[config.mk]
export PLATFORM = sky130hd
export DESIGN_NAME = cntarr_top
export DESIGN_NICKNAME = d
export VERILOG_FILES = /design/src/common/cntarr_pkg.sv /design/src/rtl/cntarr_module.sv /design/src/rtl/cntarr_top.sv
export VERILOG_INCLUDE_DIRS = /design/src /design/src/common
export SDC_FILE = /design/constraint.sdc
export NUM_CORES = 1
export LEC_CHECK = 0
export BUFFER_PORTS_ARGS = -buffer_cell sky130_fd_sc_hd__buf_2
export CORE_ASPECT_RATIO = 0.7
export CORE_MARGIN = 5
export CORE_UTILIZATION = 30
export DETAILED_ROUTE_END_ITERATION = 16
export SETUP_SLACK_MARGIN = 0.05
export SLEW_MARGIN = 20
export SYNTH_ARGS = -nofsm -noshare
export SYNTH_HDL_FRONTEND = slang
export SYNTH_SLANG_ARGS = --single-unit
[constraint.sdc]
create_clock -name clk -period 10.5 [get_ports clk]
set_input_delay 0.525 -clock clk [delete_from_list [all_inputs] [get_ports clk]]
set_output_delay 0.525 -clock clk [all_outputs]
set_load 0.01 [all_outputs]
[src/common/cntarr_defines.svh]
// Register offsets, field positions, reset values and timing counts of the counter array
`ifndef CNTARR_DEFINES_SVH
`define CNTARR_DEFINES_SVH

// Register offsets (byte addresses on the plain register port)
`define CA_ADDR_CTRL       8'h00
`define CA_ADDR_CNT_LOW    8'h01
`define CA_ADDR_CNT_HIGH   8'h02
`define CA_ADDR_IRQ_STAT   8'h03
`define CA_ADDR_IRQ_CLR    8'h04
`define CA_ADDR_IRQ_EN     8'h05
`define CA_ADDR_MODE_BASE  8'h10
`define CA_ADDR_CMPL_BASE  8'h20
`define CA_ADDR_CMPH_BASE  8'h30

// Counter mode register fields
`define CA_CTRL_RUN_BIT    7
`define CA_CTRL_WATCHDOG_RESET_ENABLE_BIT   6
`define CA_CTRL_SRC_LSB    1
`define CA_CTRL_RESET      8'h00

// Module mode register fields
`define CA_MODE_COMPARATOR_ENABLE_BIT   6
`define CA_MODE_MAT_BIT    3
`define CA_MODE_TOG_BIT    2
`define CA_MODE_PWM_BIT    1
`define CA_MODE_RESET      8'h00

// Interrupt status bits
`define CA_IRQ_OVF_BIT     0
`define CA_IRQ_WDT_BIT     1

// Prescale counts, watchdog module index and number of compare modules
`define CA_DIV12           4'hB
`define CA_DIV4            4'h3
`define CA_WDT_MODULE      4
`define CA_NUM_MOD         5

`endif

[src/common/cntarr_pkg.sv]
// Types shared by the counter array design
package cntarr_pkg;

  typedef enum logic [1:0] {
    CNTARR_SRC_DIV12 = 2'b00,
    CNTARR_SRC_DIV4  = 2'b01,
    CNTARR_SRC_T0    = 2'b10,
    CNTARR_SRC_EXT   = 2'b11
  } cntarr_src_t;

  typedef struct packed {
    logic       wr;
    logic       rd;
    logic [7:0] addr;
    logic [7:0] wdata;
  } cntarr_bus_t;

endpackage

[src/rtl/cntarr_module.sv]
// One compare module of the counter array: pulse width and compare match
`timescale 1ns/100ps
`include "cntarr_defines.svh"
module cntarr_module (
  // Clock and reset
  input  wire logic        clk,
  input  wire logic        rst,
  // Shared counter
  input  wire logic [15:0] count,
  input  wire logic        tick,
  // Register writes
  input  wire logic        wr_mode,
  input  wire logic        wr_low,
  input  wire logic        wr_high,
  input  wire logic [7:0]  wdata,
  // State
  output logic [7:0]       mode_r,
  output logic [7:0]       cmp_low_r,
  output logic [7:0]       cmp_high_r,
  output logic             match,
  output logic             pin_r
);
  logic       armed_r;
  logic [7:0] mode_nxt;
  logic [7:0] cmp_low_nxt;
  logic [7:0] cmp_high_nxt;
  logic       armed_nxt;
  logic       pin_nxt;
  logic       comparator_enable;
  logic       pwm;

  assign comparator_enable = mode_r[`CA_MODE_COMPARATOR_ENABLE_BIT];
  assign pwm  = mode_r[`CA_MODE_PWM_BIT];
  // Match stands while the counter rests on the compare value; at slow sources it lasts several cycles
  assign match = armed_r && comparator_enable && mode_r[`CA_MODE_MAT_BIT] && !pwm &&
                 (count == {cmp_high_r, cmp_low_r});

  always_comb begin
    mode_nxt     = wr_mode ? wdata : mode_r;
    cmp_low_nxt  = cmp_low_r;
    cmp_high_nxt = cmp_high_r;
    armed_nxt    = armed_r;
    pin_nxt      = pin_r;
    if (wr_low) begin
      cmp_low_nxt = wdata;
      armed_nxt   = 1'b0;
    end
    if (wr_high) begin
      cmp_high_nxt = wdata;
      armed_nxt    = 1'b1;
    end
    if (comparator_enable && pwm) begin
      // Duty value moves in only on rollover, never mid-period
      if (tick && count[7:0] == 8'hFF && !wr_low)
        cmp_low_nxt = wr_high ? wdata : cmp_high_r;
      pin_nxt = (count[7:0] >= cmp_low_r);
    end else if (match && mode_r[`CA_MODE_TOG_BIT]) begin
      pin_nxt = ~pin_r;
    end
  end

  always_ff @(posedge clk or posedge rst) begin
    if (rst) begin
      mode_r     <= `CA_MODE_RESET;
      cmp_low_r  <= 8'h00;
      cmp_high_r <= 8'h00;
      armed_r    <= 1'b1;
      pin_r      <= 1'b1;
    end else begin
      mode_r     <= mode_nxt;
      cmp_low_r  <= cmp_low_nxt;
      cmp_high_r <= cmp_high_nxt;
      armed_r    <= armed_nxt;
      pin_r      <= pin_nxt;
    end
  end
endmodule // cntarr_module

[src/rtl/cntarr_top.sv]
// Counter array top: shared counter, five compare modules, watchdog, register port
//
// How it works
// - A module in pulse width mode drives its pin low while the counter low byte is below its compare low byte.
// - One shared counter is the time base of every module, so all pulse outputs share one frequency.
// - The compare high byte is copied into the compare low byte only when the counter low byte wraps 255 to 00.
// - The counter ticks from oscillator/12, oscillator/4, timer 0 overflow or an external input.
// - Only module 4 can act as watchdog, and it keeps its other modes when the watchdog is unused.
// - In watchdog mode a 16-bit match of module 4 with the counter raises an internal reset.
// - The watchdog reset is internal and never drives the external reset pin.
// - Bit 40H of the counter mode register enables watchdog resets; clearing it disables them.
// - Writing a compare low byte halts that module's compare match, but not its pulse width output, until the compare high byte is written.
`timescale 1ns/100ps
`include "cntarr_defines.svh"
module cntarr_top
  import cntarr_pkg::*;
(
  // Clock and reset
  input  wire logic                 clk,
  input  wire logic                 rst,
  // Register port
  input  wire cntarr_pkg::cntarr_bus_t bus,
  output logic [7:0]                rdata_r,
  // Count sources
  input  wire logic                 t0_ovf,
  input  wire logic                 ext_in,
  // Outputs
  output logic [`CA_NUM_MOD-1:0]    module_io_pin_r,
  output logic                      wdt_reset_r,
  output logic                      irq_r
);
  import cntarr_pkg::*;

  // ==========================================================
  // Decoding
  // ==========================================================
  function automatic logic hit(input logic [7:0] a, input logic [7:0] base, input int idx);
    hit = (a == base + 8'(idx));
  endfunction

  logic [7:0]  ctrl_r, ctrl_nxt;
  logic [15:0] count_r, count_nxt;
  logic [3:0]  pre_r, pre_nxt;
  logic        ext_q_r, ext_q_nxt;
  logic [1:0]  stat_r, stat_nxt;
  logic [1:0]  en_r, en_nxt;
  logic        wdt_nxt;
  logic        irq_nxt;
  logic [7:0]  rdata_nxt;
  logic        tick;
  cntarr_src_t src;

  logic [7:0] mode_q  [`CA_NUM_MOD];
  logic [7:0] cmpl_q  [`CA_NUM_MOD];
  logic [7:0] cmph_q  [`CA_NUM_MOD];
  logic [`CA_NUM_MOD-1:0] match_v;

  assign src = cntarr_src_t'(ctrl_r[`CA_CTRL_SRC_LSB +: 2]);

  // ==========================================================
  // Count source and shared counter
  // ==========================================================
  always_comb begin
    pre_nxt   = pre_r;
    ext_q_nxt = ext_in;
    tick      = 1'b0;
    case (src)
      CNTARR_SRC_DIV12: begin
        tick    = (pre_r >= `CA_DIV12);
        pre_nxt = tick ? 4'h0 : pre_r + 4'h1;
      end
      CNTARR_SRC_DIV4: begin
        tick    = (pre_r >= `CA_DIV4);
        pre_nxt = tick ? 4'h0 : pre_r + 4'h1;
      end
      CNTARR_SRC_T0:  tick = t0_ovf;
      CNTARR_SRC_EXT: tick = ext_in && !ext_q_r; // Rising edge of the external input
      default:        tick = 1'b0;
    endcase
    if (!ctrl_r[`CA_CTRL_RUN_BIT]) begin
      tick    = 1'b0;
      pre_nxt = 4'h0;
    end
    count_nxt = count_r;
    if (bus.wr && bus.addr == `CA_ADDR_CNT_LOW)
      count_nxt[7:0] = bus.wdata;
    else if (bus.wr && bus.addr == `CA_ADDR_CNT_HIGH)
      count_nxt[15:8] = bus.wdata;
    else if (tick)
      count_nxt = count_r + 16'h0001;
  end

  // ==========================================================
  // Compare modules
  // ==========================================================
  genvar g;
  generate
    for (g = 0; g < `CA_NUM_MOD; g++) begin : g_mod
      cntarr_module u_mod (
        .clk        (clk),
        .rst        (rst),
        .count      (count_r),
        .tick       (tick),
        .wr_mode    (bus.wr && hit(bus.addr, `CA_ADDR_MODE_BASE, g)),
        .wr_low     (bus.wr && hit(bus.addr, `CA_ADDR_CMPL_BASE, g)),
        .wr_high    (bus.wr && hit(bus.addr, `CA_ADDR_CMPH_BASE, g)),
        .wdata      (bus.wdata),
        .mode_r     (mode_q[g]),
        .cmp_low_r  (cmpl_q[g]),
        .cmp_high_r (cmph_q[g]),
        .match      (match_v[g]),
        .pin_r      (module_io_pin_r[g])
      );
    end
  endgenerate

  // ==========================================================
  // Control, watchdog, interrupts and read data
  // ==========================================================
  always_comb begin
    ctrl_nxt = ctrl_r;
    if (bus.wr && bus.addr == `CA_ADDR_CTRL)
      ctrl_nxt = bus.wdata;
    en_nxt = en_r;
    if (bus.wr && bus.addr == `CA_ADDR_IRQ_EN)
      en_nxt = bus.wdata[1:0];
    // Only module 4 feeds the watchdog; its pin logic is untouched, so it keeps other modes
    wdt_nxt = match_v[`CA_WDT_MODULE] && ctrl_r[`CA_CTRL_WATCHDOG_RESET_ENABLE_BIT];
    stat_nxt = stat_r;
    if (bus.wr && bus.addr == `CA_ADDR_IRQ_CLR)
      stat_nxt = stat_r & ~bus.wdata[1:0];
    // Setting after clearing so a same-cycle event wins
    if (tick && count_r == 16'hFFFF)
      stat_nxt[`CA_IRQ_OVF_BIT] = 1'b1;
    if (wdt_nxt)
      stat_nxt[`CA_IRQ_WDT_BIT] = 1'b1;
    irq_nxt   = |(stat_nxt & en_nxt);
    rdata_nxt = 8'h00;
    if (bus.rd) begin
      case (bus.addr)
        `CA_ADDR_CTRL:     rdata_nxt = ctrl_r;
        `CA_ADDR_CNT_LOW:  rdata_nxt = count_r[7:0];
        `CA_ADDR_CNT_HIGH: rdata_nxt = count_r[15:8];
        `CA_ADDR_IRQ_STAT: rdata_nxt = {6'h00, stat_r};
        `CA_ADDR_IRQ_EN:   rdata_nxt = {6'h00, en_r};
        default: begin
          for (int i = 0; i < `CA_NUM_MOD; i++) begin
            if (hit(bus.addr, `CA_ADDR_MODE_BASE, i))
              rdata_nxt = mode_q[i];
            if (hit(bus.addr, `CA_ADDR_CMPL_BASE, i))
              rdata_nxt = cmpl_q[i];
            if (hit(bus.addr, `CA_ADDR_CMPH_BASE, i))
              rdata_nxt = cmph_q[i];
          end
        end
      endcase
    end
  end

  always_ff @(posedge clk or posedge rst) begin
    if (rst) begin
      ctrl_r      <= `CA_CTRL_RESET;
      count_r     <= 16'h0000;
      pre_r       <= 4'h0;
      ext_q_r     <= 1'b0;
      stat_r      <= 2'h0;
      en_r        <= 2'h0;
      wdt_reset_r <= 1'b0;
      irq_r       <= 1'b0;
      rdata_r     <= 8'h00;
    end else begin
      ctrl_r      <= ctrl_nxt;
      count_r     <= count_nxt;
      pre_r       <= pre_nxt;
      ext_q_r     <= ext_q_nxt;
      stat_r      <= stat_nxt;
      en_r        <= en_nxt;
      // Internal reset pulse only; the chip reset pin is never driven from here
      wdt_reset_r <= wdt_nxt;
      irq_r       <= irq_nxt;
      rdata_r     <= rdata_nxt;
    end
  end
endmodule // cntarr_top

==> flow_summary.yaml, run 1 <==
run_status:
  status: "completed"
timing:
  slew_headroom_pct: 32.7
  period_minus_slack_ps: 3100
  finClkSkew_ps: 15.7
  rsz0062_at_grt: "no"
  finalHoldViolations: 0
  slew_viol_final: 0
  setup_viol_count_final: 0
  fmax_mhz: 323
  setup_tns_ps: 0
  worstMarginPinSlew_ps: 1010
  post-route-period-util_pct: 29.5
setup_path:
  critPathLaunch: "bus[12]"
  worst-setup-path-type: "in2reg"
  arrival_ps: 3490
  path_cells: "buf_2 -> buf_4 -> nor2b_1 -> nand2_1 -> or2_2 -> o21ai_0 -> or2_2 -> o221a_2"
  crit_path_frequent_cell: "or2_2"
  cp_data_required_time_ps: 10900
  critical-path-max-stage-delay_ps: 870
  cp-start-kind: "input port"
  worstPathMaxFanout: 57
  cp_slowest_cell: "nor2b_1"
  rr_startpoint: "pre_r[0]$_DFFE_PP0P_"
  critPathCaptureType: "flip-flop"
power_and_ir_drop:
  cellPowerDensity_nw_per_um2: 135
  power_mw: 1.57
  ir_worst_vdd_uv: 82.8
  p_leak_nw: 5.29
global_routing:
  grt-ovfl-total: 0
  grt_pass1_vias: 8670
  grt_max_degree: 75
  grt_pass1_wl_um: 56600
  antenna_found_initial: 2
  track_usage_pct: 19.2
worst_hold_path:
  hp-class: "in2async"
clock_tree:
  cts_root_buffer: "clkbuf_16"
  cts_buffers: 17
  htree_num_levels: 4
  post_cts_buffers: 0
  clockBufferDepth: 2
  cts_hold_buf: 0
  tritoncts: "built"
  clock_latency_ps: 460
  ctsResizeCount: 0
  clk_pin_slew_ps: 70
  cts.sink_count: 173
floorplanning:
  dieArea_sq_um: 39100
  start_util_pct: 30.4
  core-area_sq_um: 34700
  rows: 57
  die_w_um: 234
  pin_count: 37
  die_h_um: 167
detailed_routing:
  ant_nets: 0
  first_pass_iters: 7
  drt_iter0_drc: 1097
  viasPerCell: 5.74
  avgRoutedWirePerCell_um: 23.8
  drt_wl_total_um: 37700
  routed-via-count: 9080
  drc: 0
cells_and_area:
  syn2layout_area_growth_pct: 10.1
  multi_input_area_sq_um: 5720
  mostFrequentLayoutCells: "dfrtp_1, nand2_1, mux2_2"
  layout_commonest_cell: "dfrtp_1"
  drive_gt1_share_pct: 18.1
  finalInstanceArea_sq_um: 11600
  n_fill_cell: 3544
  fin_nets: 1160
  regArea_sq_um: 4340
yosys:
  avgSynthCellArea_sq_um: 9.51
  syn_nets: 1175
  synth_seq_area_share_pct: 41.1
  ys_ff_latch: 173
  synth_edf_count: 0
  syn_inst: 1111
  synth_ff_type: "dfrtp_1"
  syn_area_sq_um: 10600
  postSynth.asyncResetShare_pct: 100
  yosysUniqueCellTypes: 75
  synth_warnings: 0
placement:
  place_congestion: 1.00
  placed_cell_area_sq_um: 11100
  hpwlAfterDp_um: 26300
  portBuffers: 36
run:
  maxCapViolCount: 0
==> cells in the mapped netlist (7+ instances only) <==
cell type    n  area, sq um
dfrtp_1    163         4080
nand2_1    115          432
mux2_2      84          946
nor2_1      65          244
a21oi_1     53          265
o21ai_0     49          245
inv_1       48          180
nand3_1     47          235
ha_1        42          526
clkbuf_1    39          146
xor2_1      35          307
o22ai_1     28          175
mux2i_1     24          240
buf_2       19         95.1
nand4_1     19          119
o21a_1      19          143
a22oi_1     17          128
nor4_1      17          106
xnor2_1     17          149
nor3_1      15         75.1
a21o_1      14          105
nand2b_1    14         87.6
buf_1       13         48.8
a31oi_1     10         62.6
dfstp_2     10          263
nor2b_1      9         56.3
o221a_2      9          101
o22a_1       9         78.8
a2bb2oi_1    7         61.3
buf_4        7         52.6
==> stage by stage <==
stage / worst slack (ps) / utilization (%) / instances / hold slack [ps]
floorplan: 5300 / - / 1111 / 439
detailed placement: 6970 / 31.9 / 1549 / 455
global route: 7290 / 33.5 / 1582 / 143
global placement: 7170 / 31.9 / 1549 / 452
CTS: 7290 / 33.4 / 1581 / 112
finish: 7400 / 33.5 / 1583 / 109
==> report_power, final <==
| part | switching [mW] | internal, mW |
|---|---|---|
| Sequential | 0.0558 | 0.701 |
| Combinational | 0.119 | 0.0777 |
| Clock | 0.302 | 0.314 |
==> per-layer routing <==
metal	global-route usage, %	up-vias	wire length, um
met1	29.7	4562	17800
met5	0	-	10
met2	25.3	456	15100
met4	5.56	2	906
met3	6.19	56	3810
li1	-	4004	-
==> final timing paths <==
check | end | slack (ps) | depth (start not counted)
setup / recovery | g_mod[0].u_mod.cmp_low_r[0]$_DFF_PP0_ | 7400 | 8
hold / removal | g_mod[2].u_mod.cmp_low_r[2]$_DFF_PP0_ | 110 | 2
setup reg to reg | g_mod[0].u_mod.cmp_low_r[0]$_DFF_PP0_ | 7460 | 7
hold reg to reg | g_mod[1].u_mod.armed_r$_DFFE_PP1P_ | 470 | 2
max in group asynchronous | g_mod[0].u_mod.cmp_low_r[2]$_DFF_PP0_ | 9060 | 3
min in group clk | ext_q_r$_DFF_PP0_ | 190 | 1
==> registers in the layout, summed over array words and instances, names as in the netlist <==
name,cells
irq_r,1
rdata_r,8
en_r,2
pre_r,4
g_mod.u_mod.pin_r,5
ext_q_r,1
ctrl_r,8
g_mod.u_mod.cmp_low_r,40
stat_r,2
g_mod.u_mod.cmp_high_r,40
count_r,16
g_mod.u_mod.armed_r,5
g_mod.u_mod.mode_r,40
wdt_reset_r,1
==> worst max-delay path: cells and delay by family <==
family                 cells  cell delay [ps]
buffers and inverters      2              410
AO/OA/AOI/OAI              2              470
AND/OR/NAND/NOR            4             2040
==> layout make-up <==
class                   instances  area share, %
multi-input cells             812           49.2
flip-flops and latches        173           37.3
well taps                     472           5.08
clock buffers                  18           3.78
repair buffers                 44           2.07
inverters                      48           1.59
clock inverters                14          0.925
diodes                          2         0.0430
==> kinds of logic (layout without fill, tap and decap cells) <==
group                      after synthesis  in the layout  share of synthesized area (%)
and+or+nand+nor                        346            346                           16.4
AOI/OAI and AO/OA                      263            263                           16.9
DFF                                    173            173                           41.1
buffers and inverters                  126            124                           4.95
muxes                                  108            108                           11.2
xor gates and xnor gates                52             52                           4.31
adders and majority gates               43             43                           5.08
other                                    0              2                              0
(Power assumes the default switching activity.)
==> inputs of run 2 (changes only) <==
- clock period: 10.5 -> 2.7 ns (I/O delays scaled with it)
==> flow_summary.yaml, run 2 (synthesis results as in run 1) <==
run_status:
  status: "completed"
run:
  maxCapViolCount: 0
setup_path:
  critPathCaptureType: "flip-flop"
  worst-setup-path-type: "reg2reg"
  arrival_ps: 2920
  rr_startpoint: "pre_r[0]$_DFFE_PP0P_"
  cp-start-kind: "flip-flop"
  rr_endpoint: "g_mod[1].u_mod.cmp_low_r[1]$_DFF_PP0_"
  worstPathMaxFanout: 12
  cp_data_required_time_ps: 3100
  ff2ff_path_depth: 8
  reg2reg_slack_ps: 180
clock_tree:
  post_cts_buffers: 0
  tritoncts: "built"
  cts_root_buffer: "clkbuf_16"
  cts.sink_count: 173
  clock_latency_ps: 460
  clk_pin_slew_ps: 70
  clockBufferDepth: 2
  htree_num_levels: 4
  cts_buffers: 17
detailed_routing:
  drc: 0
  drt_wl_total_um: 38400
  ant_nets: 0
  drt_iter0_drc: 1266
  avgRoutedWirePerCell_um: 23.5
  first_pass_iters: 5
  routed-via-count: 9210
  viasPerCell: 5.65
timing:
  setup_viol_count_final: 0
  fmax_mhz: 396
  rsz0062_at_grt: "no"
  worstMarginPinSlew_ps: 885
  fin_ws_ps: 176
  post-route-period-util_pct: 93.5
  slew_headroom_pct: 40.5
  period_minus_slack_ps: 2520
  hold_ws_ps: 177
  finClkSkew_ps: 9.42
  finalHoldViolations: 0
  slew_viol_final: 0
  setup_tns_ps: 0
placement:
  place_congestion: 0.939
  portBuffers: 36
  dp_slack_ps: 17.1
  hpwlAfterDp_um: 27800
global_routing:
  antenna_found_initial: 0
  grt_pass1_vias: 8701
  grt_pass1_wl_um: 57300
  track_usage_pct: 19.6
  grt_busiest_layer: "met1"
  global_route.usage.met3_pct: 6.89
  grt-ovfl-total: 0
  use_met1_pct: 29.6
  use_met2_pct: 26.6
  grt_max_degree: 118
cells_and_area:
  layout_commonest_cell: "dfrtp_1"
  top_regs: "g_mod.u_mod.cmp_high_r: 40 flops, g_mod.u_mod.cmp_low_r: 40 flops, g_mod.u_mod.mode_r: 40 flops"
  fin_nets: 1210
  syn2layout_area_growth_pct: 14.9
  mostFrequentLayoutCells: "dfrtp_1, nand2_1, mux2_2"
  n_antenna_cell: 0
  drive_gt1_share_pct: 21.4
floorplanning:
  die_w_um: 234
  dieArea_sq_um: 39100
  pin_count: 37
  rows: 57
  die_h_um: 167
  start_util_pct: 30.4
  core-area_sq_um: 34700
power_and_ir_drop:
  ir_worst_vdd_uv: 461
  p_leak_nw: 5.59
  cellPowerDensity_nw_per_um2: 538
worst_hold_path:
  hp-class: "in2reg"
  hp-start: "bus[4]"
  min_to: "g_mod[3].u_mod.cmp_low_r[4]$_DFF_PP0_"
  hold_depth: 3
-- run 2: area by class of cell --
cell class,instances,area (sq um)
Fill cell,3545,22600
Multi-Input combinational cell,812,5720
Sequential cell,173,4340
Timing Repair Buffer,94,661
Tap cell,472,591
Clock buffer,17,425
Clock inverter,15,220
Inverter,48,184
-- run 2: worst max path at each step --
stage | startpoint | end | slack [ps] | cells past startpoint
5_1_grt | pre_r[0]$_DFFE_PP0P_ | g_mod[2].u_mod.cmp_low_r[5]$_DFF_PP0_ | 50 | 8
3_5_place_dp | pre_r[0]$_DFFE_PP0P_ | g_mod[3].u_mod.cmp_low_r[7]$_DFF_PP0_ | 20 | 8
4_1_cts | pre_r[0]$_DFFE_PP0P_ | g_mod[0].u_mod.cmp_low_r[0]$_DFF_PP0_ | 180 | 7
6_report | pre_r[0]$_DFFE_PP0P_ | g_mod[1].u_mod.cmp_low_r[1]$_DFF_PP0_ | 180 | 8
3_3_place_gp | pre_r[0]$_DFFE_PP0P_ | g_mod[3].u_mod.cmp_low_r[7]$_DFF_PP0_ | 170 | 8
2_1_floorplan | rst | count_r[0]$_DFFE_PP0P_ | 360 | 1
-- run 2: critical path, cell delays in order, from the launching register on --
cell and delay, ps:
dfrtp_1 410, ha_1 220, or2_0 220, maj3_2 360
o211ai_4 320, buf_4 300, a211o_1 320, o22a_1 200
o21a_1 110
-- run 2: through the flow --
step                cells  utilization (%)  total power, mW  cell area, sq um
global placement     1596             33.0             3.77             11500
detailed placement   1596             33.0             3.79             11500
floorplan            1111                -             3.44             10600
global route         1631             35.0             6.78             12100
finish               1631             35.0             6.53             12100
CTS                  1631             35.0             6.57             12100
-- run 2: power by group --
group / switching [mW] / internal, mW
Combinational: 0.521 / 0.343
Clock: 1.19 / 1.58
Sequential: 0.170 / 2.73
Total: 1.88 / 4.65
-- run 2: repair_timing --
item	in CTS	in global routing
hold endpoints to repair	165	0
cloned	0	0
hold buffers	3	0
setup endpoints to repair	8	1
gates resized for setup	1	1
-- run 2: metal layers --
metal / wire [um] / vias up / share of wire (%)
li1: - / 4096 / -
met4: 766 / 0 / 2.0
met5: 0 / - / 0
met1: 17800 / 4579 / 46
met2: 15600 / 474 / 41
met3: 4200 / 61 / 11
==> inputs of run 3 (changes only) <==
- MAX_ROUTING_LAYER: unset -> met4
==> flow_summary.yaml, run 3 (synthesis results as in run 1) <==
clock_tree:
  htree_num_levels: 4
  clk_pin_slew_ps: 70
  tritoncts: "built"
  cts_buffers: 17
  cts_root_buffer: "clkbuf_16"
  clockBufferDepth: 2
  cts.sink_count: 173
  clock_latency_ps: 470
floorplanning:
  pin_count: 37
  rows: 57
  die_w_um: 234
  core-area_sq_um: 34700
  start_util_pct: 30.4
  die_h_um: 167
  dieArea_sq_um: 39100
cells_and_area:
  syn2layout_area_growth_pct: 14.3
  drive_gt1_share_pct: 21.2
  fin_nets: 1206
  top_regs: "g_mod.u_mod.cmp_high_r: 40 flops, g_mod.u_mod.cmp_low_r: 40 flops, g_mod.u_mod.mode_r: 40 flops"
  utilization_pct: 34.8
  layout_commonest_cell: "dfrtp_1"
  mostFrequentLayoutCells: "dfrtp_1, nand2_1, mux2_2"
setup_path:
  rr_endpoint: "rdata_r[6]$_DFF_PP0_"
  ff2ff_path_depth: 7
  worst-setup-path-type: "reg2reg"
  arrival_ps: 2890
  cp_data_required_time_ps: 3020
  rr_startpoint: "g_mod[0].u_mod.cmp_high_r[6]$_DFF_PP0_"
  cp-start-kind: "flip-flop"
  critPathCaptureType: "flip-flop"
  worstPathMaxFanout: 4
  reg2reg_slack_ps: 130
timing:
  setup_tns_ps: 0
  period_minus_slack_ps: 2570
  finalHoldViolations: 0
  rsz0062_at_grt: "no"
  post-route-period-util_pct: 95.3
  finClkSkew_ps: 13.5
  slew_headroom_pct: 32.5
  setup_viol_count_final: 0
  fin_ws_ps: 127
  slew_viol_final: 0
  fmax_mhz: 389
  worstMarginPinSlew_ps: 1000
power_and_ir_drop:
  p_leak_nw: 5.55
  power_mw: 6.32
  cellPowerDensity_nw_per_um2: 524
  power_frac_seq_pct: 45.9
  ir_worst_vdd_uv: 459
  netSwitchingPower_mw: 1.93
  internal_power_mw: 4.39
  power_switching_share_pct: 30.5
  comb_power_share_pct: 13.6
  clkPwrFrac_pct: 40.5
global_routing:
  grt-ovfl-total: 0
  use_met2_pct: 24.9
  grt_busiest_layer: "met1"
  track_usage_pct: 19.9
  use_met1_pct: 30.0
  antenna_found_initial: 2
  grt_pass1_wl_um: 57000
  global_route.usage.met3_pct: 6.45
  grt_max_degree: 120
  grt_pass1_vias: 8789
worst_hold_path:
  hp-start: "bus[16]"
  hp-class: "in2reg"
  min_to: "rdata_r[6]$_DFF_PP0_"
  hold_depth: 3
placement:
  hpwlAfterDp_um: 27400
  portBuffers: 36
  place_congestion: 0.986
  dp_slack_ps: 58.3
detailed_routing:
  ant_nets: 0
  drc: 0
  drt_iter0_drc: 1241
  first_pass_iters: 6
  drt_wl_total_um: 37800
  avgRoutedWirePerCell_um: 23.2
  viasPerCell: 5.69
  routed-via-count: 9266
run:
  maxCapViolCount: 0
run_status:
  status: "completed"
run 3: cell types whose count changed in the layout (fill, tap and decap cells not counted), sizes merged:
cell	change
buf	-3
bufinv	-3
clkinv	+5
diode	+2
dlygate4sd3	-1
inv	-2
run 3: per-stage QoR:
step	area, sq um	cells	hold slack [ps]
5_1_grt	12100	1629	17.0
2_1_floorplan	10600	1111	166
6_report	12100	1629	23.7
3_3_place_gp	11400	1593	277
4_1_cts	12100	1627	2.64
3_5_place_dp	11400	1593	271
run 3: critical path, cell delays in order, from the launching register on:
cell and delay, ps:
dfrtp_1 470, or3b_2 460, a2111oi_1 590, buf_4 210, o32a_1 150, nor2_1 50
o21ai_0 320, a21oi_1 180
run 3: how the worst max path moves through the flow:
stage | start | slack, ps | endpoint | depth (start not counted)
4_1_cts | g_mod[0].u_mod.cmp_high_r[6]$_DFF_PP0_ | 140 | rdata_r[6]$_DFF_PP0_ | 7
2_1_floorplan | rst | 360 | count_r[0]$_DFFE_PP0P_ | 1
5_1_grt | pre_r[0]$_DFFE_PP0P_ | 50 | irq_r$_DFF_PP0_ | 7
6_report | g_mod[0].u_mod.cmp_high_r[6]$_DFF_PP0_ | 130 | rdata_r[6]$_DFF_PP0_ | 7
3_5_place_dp | pre_r[0]$_DFFE_PP0P_ | 60 | g_mod[3].u_mod.cmp_low_r[4]$_DFF_PP0_ | 8
3_3_place_gp | g_mod[0].u_mod.cmp_high_r[6]$_DFF_PP0_ | 100 | rdata_r[6]$_DFF_PP0_ | 7
run 3: power by group through the flow:
stage / Sequential [mW] / Combinational (mW) / Clock (mW)
2_1_floorplan: 2.86 / 0.577 / 0
3_3_place_gp: 2.94 / 0.823 / 0
3_5_place_dp: 2.94 / 0.841 / 0
4_1_cts: 2.89 / 0.846 / 2.59
5_1_grt: 2.91 / 0.942 / 2.70
6_report: 2.90 / 0.860 / 2.56
run 3: timing repair:
item	in CTS	in global routing
pin swaps	0	0
hold buffers	2	0
endpoints found under the hold margin	164	0
gates resized for setup	1	1
setup buffers	0	0
setup endpoints to repair	3	1
run 3: layout make-up:
cell class | count | area [sq um]
flip-flops and latches | 173 | 4340
inverters | 48 | 184
multi-input cells | 812 | 5720
clock buffers | 17 | 425
repair buffers | 90 | 628
clock inverters | 15 | 176
diodes | 2 | 5.00
well taps | 472 | 591
fillers | 3573 | 22700
run 3: layer usage:
layer / vias to the layer above / routed length [um]
met3: 78 / 4160
li1: 4087 / -
met2: 504 / 14800
met4: 0 / 978
met5: - / 0
met1: 4597 / 17800
